### src/adc_spi_defs.vh
/*
 * Shared constants of the ADC serial frame interface: word sizes, frame
 * layout, command codes, ready-source encodings and timing counts.
 * Assumes plain Verilog-2005 and inclusion by bare name.
 */
`ifndef ADC_SPI_DEFS_VH
`define ADC_SPI_DEFS_VH

// Word size selector encodings
`define WSZ_16              2'h0
`define WSZ_24              2'h1
`define WSZ_32_PAD          2'h2
`define WSZ_32_SEXT         2'h3
`define WSZ_RESET           2'h1

// Word bit counts
`define BITS_16             6'h10
`define BITS_24             6'h18
`define BITS_32             6'h20

// Frame layout: response, eight channels, output check word
`define NUM_CH              8
`define WORDS_STD           7'h0a
`define WORD_CRC            7'h09

// Command codes and masks
`define CMD_NOOP            16'h0000
`define CMD_RD_MASK         16'he000
`define CMD_RD_CODE         16'ha000
`define CMD_WR_CODE         16'h6000
`define CMD_ACK_MULTI       16'h4000
`define CMD_WR_ACK          16'h4000
`define CMD_CNT_MASK        16'h007f

// Ready source selections
`define SRC_LAG             2'h0
`define SRC_ANY             2'h1

// Phase boundaries for first ready per oversampling ratio
`define OSR_128             3'h0
`define OSR_256             3'h1
`define OSR_512             3'h2
`define OSR_1024            3'h3
`define BND_128             10'h3ed
`define BND_256             10'h3ad
`define BND_512             10'h32d
`define BND_1024            10'h22d

// Frame timeout in master clock cycles
`define TIMEOUT_CYC         32768

// Ready pulse width in system clocks
`define PULSE_CYC           4'h4

`endif

### src/sample_fifo.v
/*
 * Synchronous FIFO with valid/ready on both sides and parameterised width
 * and depth. Assumes a single clock and an active-low asynchronous reset.
 */
module sample_fifo #(
	parameter WIDTH = 24,
	parameter DEPTH = 16,
	parameter AW    = 4
) (
	// Clock and reset
	input  wire             i_clk,
	input  wire             i_resetn,
	// Fill side
	input  wire             i_in_valid,
	output wire             o_in_ready,
	input  wire [WIDTH-1:0] i_in_data,
	// Drain side
	output wire             o_out_valid,
	input  wire             i_out_ready,
	output wire [WIDTH-1:0] o_out_data,
	output wire [AW:0]      o_level
);
	reg [WIDTH-1:0] mem [0:DEPTH-1];
	reg [AW:0]      wr_ptr;
	reg [AW:0]      rd_ptr;
	wire            push;
	wire            pop;

	assign o_level     = wr_ptr - rd_ptr;
	assign o_in_ready  = (o_level != DEPTH[AW:0]);
	assign o_out_valid = (o_level != {(AW+1){1'b0}});
	assign push        = i_in_valid && o_in_ready;
	assign pop         = o_out_valid && i_out_ready;
	// Head word read straight from the flip-flop array, no extra latency
	assign o_out_data  = mem[rd_ptr[AW-1:0]];

	always @(posedge i_clk) begin
		if (push)
			mem[wr_ptr[AW-1:0]] <= i_in_data;
	end

	always @(posedge i_clk or negedge i_resetn) begin
		if (!i_resetn) begin
			wr_ptr <= {(AW+1){1'b0}};
			rd_ptr <= {(AW+1){1'b0}};
		end else begin
			if (push)
				wr_ptr <= wr_ptr + 1'b1;
			if (pop)
				rd_ptr <= rd_ptr + 1'b1;
		end
	end
endmodule

### src/adc_spi_frame_interface.v
/*
 * Serial frame interface of an eight-channel converter: mode-1 slave shift
 * logic, frame sequencing, data-ready generation and frame timeout.
 * Assumes conversion results arrive on i_clk as a valid/ready stream of
 * channel-tagged samples, and that the command decoder outside consumes
 * o_cmd and supplies register read words and the response word.
 */
`include "adc_spi_defs.vh"

module adc_spi_frame_interface #(
	parameter TIMEOUT_CYCLES = `TIMEOUT_CYC,
	parameter FIFO_DEPTH     = 16,
	parameter FIFO_AW        = 4
) (
	// Clock and reset
	input  wire        i_clk,
	input  wire        i_resetn,
	// Serial link pins
	input  wire        i_sclk,
	input  wire        i_cs_n,
	input  wire        i_din,
	output reg         o_dout,
	output reg         o_dout_oe,
	// Data-ready pin (open-drain capable)
	output wire        o_data_ready_n,
	output wire        o_data_ready_oe,
	// Master clock input, sampled for the timeout
	input  wire        i_master_clock_in,
	// Configuration
	input  wire [1:0]  i_word_size_sel,
	input  wire        i_word_size_valid,
	input  wire [1:0]  i_ready_source_sel,
	input  wire        i_ready_drive_sel,
	input  wire        i_ready_format_sel,
	input  wire        i_timeout_en,
	input  wire        i_global_chop,
	input  wire        i_current_detect,
	input  wire        i_cd_event,
	input  wire [2:0]  i_oversampling_ratio,
	input  wire [79:0] i_channel_phase_setting,
	input  wire        i_chan_restart,
	// Conversion sample stream
	input  wire        i_smp_valid,
	output wire        o_smp_ready,
	input  wire [2:0]  i_smp_ch,
	input  wire [23:0] i_smp_data,
	// Command decoder side
	output reg  [15:0] o_cmd,
	output reg         o_cmd_valid,
	output reg  [15:0] o_wr_data,
	output reg         o_wr_valid,
	input  wire [15:0] i_resp_word,
	input  wire [15:0] i_reg_rd_word,
	input  wire [15:0] i_out_crc,
	// Status
	output reg  [7:0]  o_status_new
);
	// Two-flop synchronisers
	reg [1:0] sclk_s;
	reg [1:0] cs_s;
	reg [1:0] din_s;
	reg [1:0] mclk_s;
	reg       sclk_d;
	reg       cs_d;
	reg       mclk_d;
	wire      sclk_rise = sclk_s[1] & ~sclk_d;
	wire      sclk_fall = ~sclk_s[1] & sclk_d;
	wire      cs_rise   = cs_s[1] & ~cs_d;
	wire      mclk_rise = mclk_s[1] & ~mclk_d;
	wire      active    = ~cs_s[1];

	always @(posedge i_clk or negedge i_resetn) begin
		if (!i_resetn) begin
			sclk_s <= 2'h0;
			cs_s   <= 2'h3;
			din_s  <= 2'h0;
			mclk_s <= 2'h0;
			sclk_d <= 1'b0;
			cs_d   <= 1'b1;
			mclk_d <= 1'b0;
		end else begin
			sclk_s <= {sclk_s[0], i_sclk};
			cs_s   <= {cs_s[0], i_cs_n};
			din_s  <= {din_s[0], i_din};
			mclk_s <= {mclk_s[0], i_master_clock_in};
			sclk_d <= sclk_s[1];
			cs_d   <= cs_s[1];
			mclk_d <= mclk_s[1];
		end
	end

	// Word size, latched so a change never splits a frame
	reg [1:0] wsize;
	always @(posedge i_clk or negedge i_resetn) begin
		if (!i_resetn)
			wsize <= `WSZ_RESET;
		else if (i_word_size_valid && !active)
			wsize <= i_word_size_sel;
	end

	function [5:0] word_bits;
		input [1:0] ws;
		begin
			case (ws)
			`WSZ_16: word_bits = `BITS_16;
			`WSZ_24: word_bits = `BITS_24;
			default: word_bits = `BITS_32;
			endcase
		end
	endfunction

	// Left-aligned 16-bit control word in a 32-bit shift image
	function [31:0] ctl_word;
		input [15:0] w;
		begin
			ctl_word = {w, 16'h0000};
		end
	endfunction

	// Conversion sample placed in a 32-bit shift image
	function [31:0] data_word;
		input [1:0]  ws;
		input [23:0] d;
		begin
			case (ws)
			`WSZ_16:     data_word = {d[23:8], 16'h0000};
			`WSZ_24:     data_word = {d, 8'h00};
			`WSZ_32_PAD: data_word = {d, 8'h00};
			default:     data_word = {{8{d[23]}}, d};
			endcase
		end
	endfunction

	// Sample buffering: shared FIFO feeds two-deep per-channel slots
	wire        fq_valid;
	wire        fq_ready;
	wire [26:0] fq_data;
	wire [FIFO_AW:0] fq_level;
	sample_fifo #(.WIDTH(27), .DEPTH(FIFO_DEPTH), .AW(FIFO_AW)) u_fifo (
		.i_clk       (i_clk),
		.i_resetn    (i_resetn),
		.i_in_valid  (i_smp_valid),
		.o_in_ready  (o_smp_ready),
		.i_in_data   ({i_smp_ch, i_smp_data}),
		.o_out_valid (fq_valid),
		.i_out_ready (fq_ready),
		.o_out_data  (fq_data),
		.o_level     (fq_level)
	);

	reg [23:0] slot0 [0:`NUM_CH-1];
	reg [23:0] slot1 [0:`NUM_CH-1];
	reg [1:0]  cnt   [0:`NUM_CH-1];
	reg [7:0]  rd_ch; // Channels shifted out in this frame
	reg        frame_done;
	wire [2:0] in_ch = fq_data[26:24];
	// Slots full stall the FIFO, which stalls the sample source
	assign fq_ready = (cnt[in_ch] != 2'h2) && !frame_done;

	genvar g;
	generate
		for (g = 0; g < `NUM_CH; g = g + 1) begin : g_ch
			wire wr = fq_valid && fq_ready && (in_ch == g);
			wire rd = frame_done && rd_ch[g] && (cnt[g] != 2'h0);
			always @(posedge i_clk or negedge i_resetn) begin
				if (!i_resetn) begin
					cnt[g]   <= 2'h0;
					slot0[g] <= 24'h000000;
					slot1[g] <= 24'h000000;
				end else if (i_chan_restart) begin
					cnt[g] <= 2'h0;
				end else if (rd) begin
					slot0[g] <= slot1[g];
					cnt[g]   <= cnt[g] - 2'h1;
				end else if (wr) begin
					if (cnt[g] == 2'h0)
						slot0[g] <= fq_data[23:0];
					else
						slot1[g] <= fq_data[23:0];
					cnt[g] <= cnt[g] + 2'h1;
				end
			end
			always @(posedge i_clk or negedge i_resetn) begin
				if (!i_resetn)
					o_status_new[g] <= 1'b0;
				else
					o_status_new[g] <= (cnt[g] != 2'h0);
			end
		end
	endgenerate

	// Ready source: governing channel from phase settings
	reg [2:0] lag_ch;
	reg [2:0] lead_ch;
	reg [2:0] gov_ch;
	integer   k;
	always @* begin
		lag_ch  = 3'h0;
		lead_ch = 3'h0;
		for (k = 1; k < `NUM_CH; k = k + 1) begin
			if ($signed(i_channel_phase_setting[k*10 +: 10]) >
			    $signed(i_channel_phase_setting[lag_ch*10 +: 10]))
				lag_ch = k[2:0];
			if ($signed(i_channel_phase_setting[k*10 +: 10]) <
			    $signed(i_channel_phase_setting[lead_ch*10 +: 10]))
				lead_ch = k[2:0];
		end
		gov_ch = (i_ready_source_sel == `SRC_LAG) ? lag_ch : lead_ch;
	end

	// Boundary check for the first ready after enable or sync
	reg [9:0] bnd;
	reg       bnd_none;
	always @* begin
		bnd_none = 1'b0;
		case (i_oversampling_ratio)
		`OSR_128:  bnd = `BND_128;
		`OSR_256:  bnd = `BND_256;
		`OSR_512:  bnd = `BND_512;
		`OSR_1024: bnd = `BND_1024;
		default: begin
			bnd      = `BND_128;
			bnd_none = 1'b1;
		end
		endcase
	end
	wire [9:0] gov_ph    = i_channel_phase_setting[gov_ch*10 +: 10];
	wire       first_now = !bnd_none && ($signed(gov_ph) > $signed(bnd));

	// Ready event: a sample accepted into the slots, from the governing channel unless chop or the any source is set
	wire acc    = fq_valid && fq_ready;
	wire any_ev = acc && (i_global_chop ||
		i_ready_source_sel == `SRC_ANY || in_ch == gov_ch);
	reg  first_pend;
	reg  skip_first;
	always @(posedge i_clk or negedge i_resetn) begin
		if (!i_resetn) begin
			first_pend <= 1'b0;
			skip_first <= 1'b0;
		end else if (i_chan_restart) begin
			first_pend <= 1'b1;
			skip_first <= 1'b0;
		end else if (first_pend && any_ev) begin
			first_pend <= 1'b0;
			skip_first <= !first_now && !i_global_chop;
		end else if (skip_first && any_ev) begin
			skip_first <= 1'b0;
		end
	end
	wire ready_ev = any_ev && !(first_pend && !first_now && !i_global_chop)
		&& !skip_first;

	// Frame state
	reg [5:0]  bitn;
	reg [6:0]  wordn;
	reg [6:0]  nwords;
	reg [31:0] tx_sh;
	reg [31:0] rx_sh;
	reg [15:0] pend_cmd;
	reg        rd_multi;
	reg [6:0]  rd_cnt;
	wire [5:0] wbits = word_bits(wsize);
	// Control word as it stands once the current bit is shifted in
	wire [15:0] rx_now = rx_word(wbits, {rx_sh[30:0], din_s[1]});
	wire       reading = active && (wordn != 7'h0 || bitn != 6'h0);

	// Data-ready generation
	reg        data_ready_n_low;
	reg [3:0]  pulse_cnt;
	reg        unread;
	always @(posedge i_clk or negedge i_resetn) begin
		if (!i_resetn) begin
			data_ready_n_low  <= 1'b0;
			pulse_cnt <= 4'h0;
			unread    <= 1'b0;
		end else begin
			if (pulse_cnt != 4'h0)
				pulse_cnt <= pulse_cnt - 4'h1;
			if (i_current_detect) begin
				data_ready_n_low <= i_cd_event;
			end else if (ready_ev && !reading) begin
				if (i_ready_format_sel) begin
					if (unread)
						unread <= 1'b0;
					else begin
						pulse_cnt <= `PULSE_CYC;
						unread    <= 1'b1;
					end
				end else
					data_ready_n_low <= 1'b1;
			end else if (frame_done && rd_ch != 8'h00) begin
				data_ready_n_low <= 1'b0;
				unread   <= 1'b0;
			end
		end
	end
	wire data_ready_n_assert = data_ready_n_low || (pulse_cnt != 4'h0);
	assign o_data_ready_n  = !data_ready_n_assert;
	assign o_data_ready_oe = data_ready_n_assert || !i_ready_drive_sel;

	// Timeout counted on master clock edges within a frame
	reg [15:0] to_cnt;
	reg        to_run;
	wire       to_hit = i_timeout_en && to_run &&
		(to_cnt >= TIMEOUT_CYCLES[15:0]);
	always @(posedge i_clk or negedge i_resetn) begin
		if (!i_resetn) begin
			to_cnt <= 16'h0000;
			to_run <= 1'b0;
		end else if (cs_rise || to_hit) begin
			to_cnt <= 16'h0000;
			to_run <= 1'b0;
		end else begin
			if (active && sclk_rise)
				to_run <= 1'b1;
			if (to_run && mclk_rise)
				to_cnt <= to_cnt + 16'h0001;
		end
	end

	// Output word for a given index
	reg [31:0] next_tx;
	always @* begin
		next_tx = 32'h00000000;
		if (wordn == 7'h0)
			next_tx = ctl_word(i_resp_word);
		else if (rd_multi && wordn <= rd_cnt)
			next_tx = ctl_word(i_reg_rd_word);
		else if (wordn == nwords - 7'h1)
			next_tx = ctl_word(i_out_crc);
		else if (wordn - (rd_multi ? rd_cnt : 7'h0) <= 7'h8)
			next_tx = data_word(wsize,
				slot0[wordn[2:0] - 3'h1 - rd_cnt[2:0]]);
	end

	// Shift engine
	always @(posedge i_clk or negedge i_resetn) begin
		if (!i_resetn) begin
			bitn        <= 6'h00;
			wordn       <= 7'h00;
			nwords      <= `WORDS_STD;
			tx_sh       <= 32'h00000000;
			rx_sh       <= 32'h00000000;
			pend_cmd    <= `CMD_NOOP;
			rd_multi    <= 1'b0;
			rd_cnt      <= 7'h00;
			rd_ch       <= 8'h00;
			frame_done  <= 1'b0;
			o_cmd       <= `CMD_NOOP;
			o_cmd_valid <= 1'b0;
			o_wr_data   <= 16'h0000;
			o_wr_valid  <= 1'b0;
			o_dout      <= 1'b0;
			o_dout_oe   <= 1'b0;
		end else begin
			o_cmd_valid <= 1'b0;
			o_wr_valid  <= 1'b0;
			frame_done  <= 1'b0;
			o_dout_oe   <= active && !to_hit;
			if (cs_rise || to_hit) begin
				if (wordn >= nwords && pend_cmd != `CMD_NOOP) begin
					o_cmd       <= pend_cmd;
					o_cmd_valid <= 1'b1;
				end
				frame_done <= (wordn >= nwords);
				bitn       <= 6'h00;
				wordn      <= 7'h00;
				nwords     <= `WORDS_STD;
				pend_cmd   <= `CMD_NOOP;
				rd_multi   <= 1'b0;
				rd_cnt     <= 7'h00;
			end else if (!active) begin
				rd_ch <= frame_done ? 8'h00 : rd_ch;
			end else if (sclk_rise) begin
				if (bitn == 6'h00) begin
					o_dout <= next_tx[31];
					tx_sh  <= {next_tx[30:0], 1'b0};
				end else begin
					o_dout <= tx_sh[31];
					tx_sh  <= {tx_sh[30:0], 1'b0};
				end
			end else if (sclk_fall) begin
				rx_sh <= {rx_sh[30:0], din_s[1]};
				if (bitn == wbits - 6'h1) begin
					bitn  <= 6'h00;
					wordn <= wordn + 7'h1;
					if (wordn != 7'h0 && !rd_multi &&
					    wordn <= 7'h8)
						rd_ch[wordn[2:0] - 3'h1] <= 1'b1;
					if (wordn == 7'h0) begin
						pend_cmd <= rx_sh[14:0] == 15'h0 && wbits == 6'h0 ?
							`CMD_NOOP : rx_word(wbits, {rx_sh[30:0], din_s[1]});
						if ((rx_now & `CMD_RD_MASK) == `CMD_WR_CODE)
							nwords <= `WORDS_STD + rx_now[6:0];
					end else if ((pend_cmd & `CMD_RD_MASK) == `CMD_WR_CODE
						&& wordn < nwords - `WORD_CRC) begin
						o_wr_data  <= rx_word(wbits, {rx_sh[30:0], din_s[1]});
						o_wr_valid <= 1'b1;
					end
				end else
					bitn <= bitn + 6'h1;
			end
		end
	end

	// Top 16 bits of a received word of the current size
	function [15:0] rx_word;
		input [5:0]  nb;
		input [31:0] sh;
		begin
			case (nb)
			`BITS_16: rx_word = sh[15:0];
			`BITS_24: rx_word = sh[23:8];
			default:  rx_word = sh[31:16];
			endcase
		end
	endfunction
endmodule

### config.mk
export PLATFORM = sky130hd
export DESIGN_NAME = adc_spi_frame_interface
export DESIGN_NICKNAME = d
export VERILOG_FILES = /design/src/sample_fifo.v /design/src/adc_spi_frame_interface.v
export VERILOG_INCLUDE_DIRS = /design/src /design/src/src
export SDC_FILE = /design/constraint.sdc
export NUM_CORES = 2
export LEC_CHECK = 0
export CELL_PAD_IN_SITES_DETAIL_PLACEMENT = 0
export CELL_PAD_IN_SITES_GLOBAL_PLACEMENT = 1
export CORE_MARGIN = 3
export CORE_UTILIZATION = 53
export CTS_BUF_LIST = sky130_fd_sc_hd__clkbuf_16
export CTS_CLUSTER_DIAMETER = 30
export CTS_CLUSTER_SIZE = 10
export DETAILED_ROUTE_END_ITERATION = 10
export DONT_BUFFER_PORTS = 1
export HOLD_SLACK_MARGIN = 0.12
export PLACE_DENSITY_LB_ADDON = 0.1
export SETUP_SLACK_MARGIN = 0.1
export SLEW_MARGIN = 0
export SYNTH_ARGS = -nofsm -noshare
export SYNTH_HDL_FRONTEND = slang
export SYNTH_SLANG_ARGS = --single-unit
### constraint.sdc
create_clock -name i_clk -period 7.2 [get_ports i_clk]
set_input_delay 0 -clock i_clk [delete_from_list [all_inputs] [get_ports i_clk]]
set_output_delay 0 -clock i_clk [all_outputs]
set_load 0.05 [all_outputs]
# == Word level (Yosys, flattened, before mapping) ==
# Memories as Yosys holds them, arrays and structs flattened.
# Index checks and enable logic that the tools add are counted.
# totals
elab_cells,506
mem_bits_ro,0
n_memories,1
regBits,600
mem_bits_rw,432
out_inout_bits,47
latchBits,0
# classes
n_bitwise,33
n_eq_ne,28
mux,143
magnitude_cmp,23
div,0
multipliers,13
n_reduce_logical,161
n_shift,13
add_sub_neg,28
# mem_list
name,depth,width,rd,rd_clocked_by_memory_dff,write_ports,line_no,rtl
u_fifo.mem,16,27,1,0,1,sample_fifo.v:23,reg [WIDTH-1:0] mem [0:DEPTH-1];
# ops
op,n
$mux 24,26
$shiftx 80x8->10,7
$shiftx 80x7->10,4
$shiftx 80x6->10,2
$mux 16,9
$mux 32,4
$mux 7,12
$gt 10x10->1,8
$bmux 24 s3,1
$lt 10x10->1,7
$reduce_bool 2->1,35
$pmux 31 s2,1
$mux 2,30
$logic_and 1x1->1,50
$mux 8,6
$mul 3x3->6 const B,7
$reduce_and 4->1,10
$reduce_and 3->1,11
$pmux 16 s2,1
$mux 1,30
$mux 6,5
$reduce_bool 3->1,10
$mux 3,9
$pmux 9 s3,1
other kinds (62),156

# == Longest topological paths before layout ==
# logic_depth
word_depth,40
mapped_depth,109

# == Modules after synthesis ==
# A second synthesis with hierarchy kept.
# hier_totals
cells_unflattened,4522
hier_area_um2,51454.3
# modules_own_cells
mod,cells_each,seq_area_each_um2,n_inst,area_each_um2
adc_spi_frame_interface,3663,14746.6,1,34231.6
sample_fifo,859,13222.7,1,17222.8

# == Worst setup path before layout ==
# No wires, ideal clock.
# synth_timing
kind,input to register
start,input port i_channel_phase_setting[7]
end,register unread
t_arrival_ns,18.183
required_time_ns,7.080
cell_stages,108
setup_slack_ns,-11.103
setup_ns,0.120
path_buffers,15
path_cell_list,inv_1 -> ha_1 -> a211oi_1 -> o21bai_1 -> a211oi_2 -> xnor2_1 -> clkbuf_1 -> a31oi_1 -> buf_1 -> mux2i_1 -> ha_1 -> nor2b_1 -> o21a_1 -> o21ai_0 -> o2bb2ai_1 -> o21ai_0 -> a31o_2 -> clkbuf_1 -> [72 not listed] -> a21oi_1 -> nor3_1 -> and3_1 -> or2_1 -> buf_6 -> clkbuf_1 -> clkbuf_1 -> mux2_2 -> nor2_1 -> a21oi_1 -> nor2_1 -> a21oi_1 -> ha_1 -> nand2_1 -> a211o_1 -> a221o_1 -> a22o_1 -> a31o_1
# synth_between
elab_chain_cells,40
# synth_rtl
item,line_no,rtl
"start, declared",adc_spi_frame_interface.v:40,"input wire [79:0] i_channel_phase_setting,"
$lt 10x10->1 or $gt 10x10->1 (tied branches),"adc_spi_frame_interface.v:204, adc_spi_frame_interface.v:201",
"$mux 1, on equally long branches","adc_spi_frame_interface.v:204, adc_spi_frame_interface.v:201",
"$mul 1x3->4, on equally long branches","adc_spi_frame_interface.v:205, adc_spi_frame_interface.v:202",
"$shiftx 80x6->10, on equally long branches","adc_spi_frame_interface.v:205, adc_spi_frame_interface.v:202",
$lt 10x10->1 or $gt 10x10->1 (tied branches),"adc_spi_frame_interface.v:204, adc_spi_frame_interface.v:201",
"$mux 2, on equally long branches","adc_spi_frame_interface.v:204, adc_spi_frame_interface.v:201",
"$mul 2x3->5, on equally long branches","adc_spi_frame_interface.v:205, adc_spi_frame_interface.v:202",
"$shiftx 80x7->10, on equally long branches","adc_spi_frame_interface.v:205, adc_spi_frame_interface.v:202",
[23 not listed],-,
$logic_not 1->1,adc_spi_frame_interface.v:250,wire ready_ev = any_ev && !(first_pend && !first_now && !i_global_chop)
$logic_and 1x1->1 (2 in a row),adc_spi_frame_interface.v:250,
$logic_not 1->1,adc_spi_frame_interface.v:250,
$logic_and 1x1->1 *,adc_spi_frame_interface.v:250,
$logic_and 1x1->1 *,adc_spi_frame_interface.v:251,&& !skip_first;
$logic_and 1x1->1 *,adc_spi_frame_interface.v:281,end else if (ready_ev && !reading) begin
$ne 2x2->1 (no source line) or $reduce_bool 2->1 (tied branches),-,
$reduce_and 3->1 (no source line),-,
"end signal, assigned",adc_spi_frame_interface.v:284,unread <= 1'b0;
"end signal, assigned",adc_spi_frame_interface.v:287,unread <= 1'b1;
"end signal, assigned",adc_spi_frame_interface.v:293,unread <= 1'b0;
"end, declared",adc_spi_frame_interface.v:270,reg unread;
# Mark *: on every way between the ends. The rest lies on a longest branch, timed or not.
# A chain may end at the register's enable or synchronous reset.

# == Worst setup path in the final report ==
# layout_timing
start,input port i_channel_phase_setting[8]
end,register pulse_cnt[1]
# layout_between
elab_chain_cells,40
# layout_rtl
item,line_no,rtl
$lt 10x10->1 or $gt 10x10->1 (tied branches),"adc_spi_frame_interface.v:204, adc_spi_frame_interface.v:201",
"$mux 1, on equally long branches","adc_spi_frame_interface.v:204, adc_spi_frame_interface.v:201",
"$mul 1x3->4, on equally long branches","adc_spi_frame_interface.v:205, adc_spi_frame_interface.v:202",
"$shiftx 80x6->10, on equally long branches","adc_spi_frame_interface.v:205, adc_spi_frame_interface.v:202",
$lt 10x10->1 or $gt 10x10->1 (tied branches),"adc_spi_frame_interface.v:204, adc_spi_frame_interface.v:201",
"$mux 2, on equally long branches","adc_spi_frame_interface.v:204, adc_spi_frame_interface.v:201",
"$mul 2x3->5, on equally long branches","adc_spi_frame_interface.v:205, adc_spi_frame_interface.v:202",
"$shiftx 80x7->10, on equally long branches","adc_spi_frame_interface.v:205, adc_spi_frame_interface.v:202",
[23 not listed],-,
$logic_not 1->1,adc_spi_frame_interface.v:250,
$logic_and 1x1->1 (2 in a row),adc_spi_frame_interface.v:250,
$logic_not 1->1,adc_spi_frame_interface.v:250,
$logic_and 1x1->1 *,adc_spi_frame_interface.v:250,
$logic_and 1x1->1 *,adc_spi_frame_interface.v:251,
$logic_and 1x1->1 *,adc_spi_frame_interface.v:281,
$mux 4 *,adc_spi_frame_interface.v:281,
$mux 4 *,adc_spi_frame_interface.v:279,if (i_current_detect) begin
"end signal, assigned",adc_spi_frame_interface.v:278,pulse_cnt <= pulse_cnt - 4'h1;
"end signal, assigned",adc_spi_frame_interface.v:286,pulse_cnt <= `PULSE_CYC;
"end, declared",adc_spi_frame_interface.v:269,reg [3:0] pulse_cnt;
# Marked as above.

==> PnR_summary.wiki <==
{| class="wikitable"
! Metric !! Value
|-
| Worst supply voltage drop on vdd || 1.12 mV
|-
| Number of instances in the synthesized netlist || around 4,300
|-
| Distinct cells, synth || slightly below 90
|-
| Clk pin slew, worst setup/hold paths || approximately 40 ps
|-
| Count of warnings emitted by yosys || 0
|-
| Average detailed-routed wire length per instance || about 27 µm
|-
| DRC violation total after the first TritonRoute iteration || ~3,900
|-
| Layout net count || ~5,200
|-
| Clock sink count || a little over 1,000
|-
| Floorplan die height || roughly 320 µm
|-
| Pleak || 28.1 nW
|-
| Maximum count of clock buffers along a single path || 3
|-
| Most instantiated flip-flop cell in the synthesis netlist || sky130_fd_sc_hd__dfrtp_1
|-
| Antenna violation net count after detailed routing || 0
|-
| Area added between synthesis and finish || 28.5%
|-
| Share of synthesized flip-flops with an asynchronous set or reset || between 50% and 60%
|-
| Nature of the critical path endpoint || flop
|-
| Routed Wire Length || 167,000 µm
|-
| Post-detailed-route via-to-cell ratio || about 6.2
|-
| Mean Syn Cell Area || about 12 µm²
|-
| Critical path peak fanout || 15
|-
| Seq/Total Area, Yosys || approximately 55%
|-
| Worst path max stage delay || around 540 ps
|-
| Post-layout total power || slightly below 40 mW
|-
| Cell area after synthesis || around 50,000 µm²
|-
| Status || complete, but fails checks
|-
| Area contributors post-synth || sky130_fd_sc_hd__dfrtp_1 (29%), sky130_fd_sc_hd__edfxtp_1 (25%), sky130_fd_sc_hd__mux4_2 (6.1%)
|-
| # port buffers || 0
|-
| Grt ovf || 0
|-
| Register cell area after layout || roughly 28,000 µm²
|-
| Aggregate global-route resource usage || roughly a third
|-
| TritonCTS buffer count || about 200
|-
| Dpl hpwl || 97,200 µm
|-
| Area share of fa/ha/maj cells after synthesis || ~4.1%
|-
| Slew at the pin with the worst max-slew slack || 2320 ps
|-
| Final-report max-slew violation count || about 330
|-
| Placeable core area || 95,200 µm²
|-
| Dominant combinational cell family by area after synthesis || multiplexers
|-
| Fraction of layout instances using a drive strength above 1 || between 20% and 30%
|-
| Critical setup path kind || in2reg
|-
| Vias in the first global route || 38,223
|-
| Number of setup violations in the final report || 8
|-
| Met2 routed wirelength || between 70,000 and 80,000 µm
|-
| Worst clock skew || roughly 78 ps
|-
| H-tree depth reported by CTS || 4
|-
| Part of the power in registers || 21.2%
|-
| Cell mode on critical path || sky130_fd_sc_hd__a21oi_1
|-
| Fraction of synthesized cell area in xor and xnor cells || just over 1%
|-
| Share of the clock period used by the worst path after layout || 208%
|-
| Worst-Skew Late Latency || 810 ps
|-
| Total number of vias || just under 40,000
|-
| Maximum frequency from static timing analysis || between 60 and 70 MHz
|-
| Arr. time, crit path || between 15,000 and 20,000 ps
|-
| Worst Path Required || slightly below 8000 ps
|-
| Unrepaired setup endpoints after global routing || true
|-
| Post-synthesis compound-gate area fraction || 11.9%
|-
| I/O pin count || roughly 220
|-
| Post-synthesis register bit count || between 1,000 and 1,500
|-
| Routed metal-1 wirelength || ~70,000 µm
|-
| Clock period minus worst slack || 14,970 ps
|-
| Filler Cell Count || 6,896
|-
| Power density relative to cell area || 606 nW/µm²
|-
| Largest net degree at the start of global routing || 600
|-
| Multi-input gate area || between 20,000 and 25,000 µm²
|-
| Routability cong. || 0.971
|-
| Sum Neg Setup Slack || -60,590 ps
|-
| Routed wl met3 || 13,600 µm
|-
| Share of the synthesized area in the top cell type || 29.1%
|-
| Post-synthesis net count || 4,625
|-
| Effective utilization at floorplan || 53.5%
|-
| Simple-gate area share of the yosys netlist || roughly a tenth
|-
| Type of the worst min-delay path || in2async
|-
| DRC || 0
|-
| Hold WS || -1060 ps
|-
| Commonest cells in the netlist || sky130_fd_sc_hd__dfrtp_1 (593), sky130_fd_sc_hd__nor2_1 (443), sky130_fd_sc_hd__edfxtp_1 (432)
|-
| Overall die area || between 90,000 and 100,000 µm²
|-
| Switching share of total power || 38.4%
|-
| Count of maximum capacitance violations || 0
|-
| Combinational cell fraction of total power || between 50% and 60%
|-
| First-pass GRT wire length || roughly 250,000 µm
|-
| Uppermost metal layer occupied by signal nets || met5
|-
| Violations in the final reports || negative hold slack, max-slew violations, negative setup slack
|-
| Internal power contribution || 24.4 mW
|-
| Clk Tree Root Cell || sky130_fd_sc_hd__clkbuf_16
|-
| Floorplan row count || between 100 and 150
|-
| Top-count cell post-synth || sky130_fd_sc_hd__dfrtp_1
|-
| Final number of hold-violating endpoints || roughly 600
|-
| Number of enable-type register cells in the synthesized netlist || about 430
|-
| Clock share of power || 24.4%
|-
| First-pass detailed-route iteration total || 6
|-
| Worst setup slack after layout || -7770 ps
|-
| Library cell with the largest summed area after synthesis || sky130_fd_sc_hd__dfrtp_1
|-
| Startpoint of the worst setup timing path || i_channel_phase_setting[8]
|-
| CTS tree || done
|-
| Remaining max-slew budget at the tightest pin || -54.7%
|-
| Switching component of the power || ~15 mW
|-
| Type of origin of the critical path || primary input
|-
| Slowest CP cell || sky130_fd_sc_hd__or4_4
|-
| Worst r2r src || u_fifo.rd_ptr[0]$_DFFE_PN0P_
|-
| Die W || about 320 µm
|-
| Antenna violations before repair || 11
|-
| Share of synthesized area spent on multiplexers || approximately 16%
|}
==> cells in the final DEF (no fill, tap or decap), drive strengths merged, types with 29 or more instances in the layout <==
cell type and instances:
clkinv 72, mux2 223, nor2 443, nor3 44
a31oi 29, clkbuf 199, o21a 32, a221oi 29
edfxtp 432, a21oi 428, a211oi 41, o21ai 156
ha 166, a22o 36, mux4 137, inv 117
mux2i 257, a22oi 77, and3 30, nand3 59
nand2 343, dlygate4sd3 116, bufinv 38, dfrtp 593
buf 469, xnor2 37
==> critical path, delay by kind of cell <==
kind	cells	cell delay, ps
buffers and inverters	10	1360
and+or+nand+nor	31	4530
adders and majority gates	8	2170
AOI/OAI and AO/OA	42	6720
xor gates and xnor gates	1	160
muxes	2	530
==> logic make-up (layout without fill, tap and decap cells) <==
| kind of cell | after synthesis | after routing |
|---|---|---|
| compound gates | 976 | 977 |
| xor+xnor | 60 | 60 |
| fa+ha+maj | 166 | 166 |
| buf+inv | 341 | 1037 |
| flops | 1031 | 1031 |
| mux | 617 | 617 |
| other cells | 0 | 5 |
| simple gates | 1091 | 1092 |
==> worst paths after layout <==
check,to,slack [ps],depth (start not counted)
worst max-delay path,pulse_cnt[1]$_DFF_PN0_,-7770,94
worst min-delay path,to_cnt[12]$_DFFE_PN0P_,-1060,0
worst max register to register,slot1[146]$_DFFE_PN0P_,1460,11
worst min register to register,sclk_s[1]$_DFF_PN0_,350,0
max in group asynchronous,slot1[1]$_DFFE_PN0P_,6430,0
min in group i_clk,skip_first$_DFFE_PN0P_,110,6
==> flip-flops by register name (all words and copies together) (netlist names), 5 cells and up <==
register,flops
o_cmd,16
tx_sh,31
rx_sh,31
to_cnt,16
slot0,192
rd_ch,8
u_fifo.rd_ptr,5
o_status_new,8
o_wr_data,16
nwords,7
u_fifo.mem,432
wordn,7
u_fifo.wr_ptr,5
bitn,6
pend_cmd,16
cnt,16
slot1,192
==> power groups by stage <==
stage | combinational, mW | sequential (mW) | clock [mW]
2_1_floorplan | 12.0 | 8.15 | 0
3_3_place_gp | 17.5 | 8.41 | 0
5_1_grt | 23.1 | 8.57 | 10.1
3_5_place_dp | 17.5 | 8.46 | 0
6_report | 21.5 | 8.42 | 9.68
4_1_cts | 19.4 | 8.40 | 9.77
==> per-layer routing <==
layer,GRT usage [%],vias up
met4,11.7,4
met5,0,-
li1,-,17116
met1,47.0,19517
met3,6.37,386
met2,51.2,1780
==> metrics by stage <==
stage / utilization [%] / setup slack, ps / instance area [µm²] / cells
6_report: 68.7 / -7770 / 65400 / 6250
5_1_grt: 68.7 / -8450 / 65400 / 6248
4_1_cts: 67.6 / -7730 / 64300 / 6196
3_5_place_dp: 57.7 / -9050 / 54900 / 5637
3_3_place_gp: 57.7 / -8960 / 54900 / 5637
2_1_floorplan: - / -8190 / 51600 / 4282
==> layout make-up <==
type	count	area share, %
antenna	5	0.0191
clock buffer	199	7.61
clock inverter	171	3.24
tap	1265	2.42
multi-input combinational	2912	35.9
timing repair buffer	585	7.51
sequential	1031	42.8
inverter	82	0.509
==> timing repair <==
item,in CTS,in global routing
hold buffers,115,2
setup endpoints to repair,8,8
cloned,6,1
setup buffers,68,49
pin swaps,66,105
endpoints found under the hold margin,1561,600
resized for setup,124,153
Power figures use the tool's default switching activity.
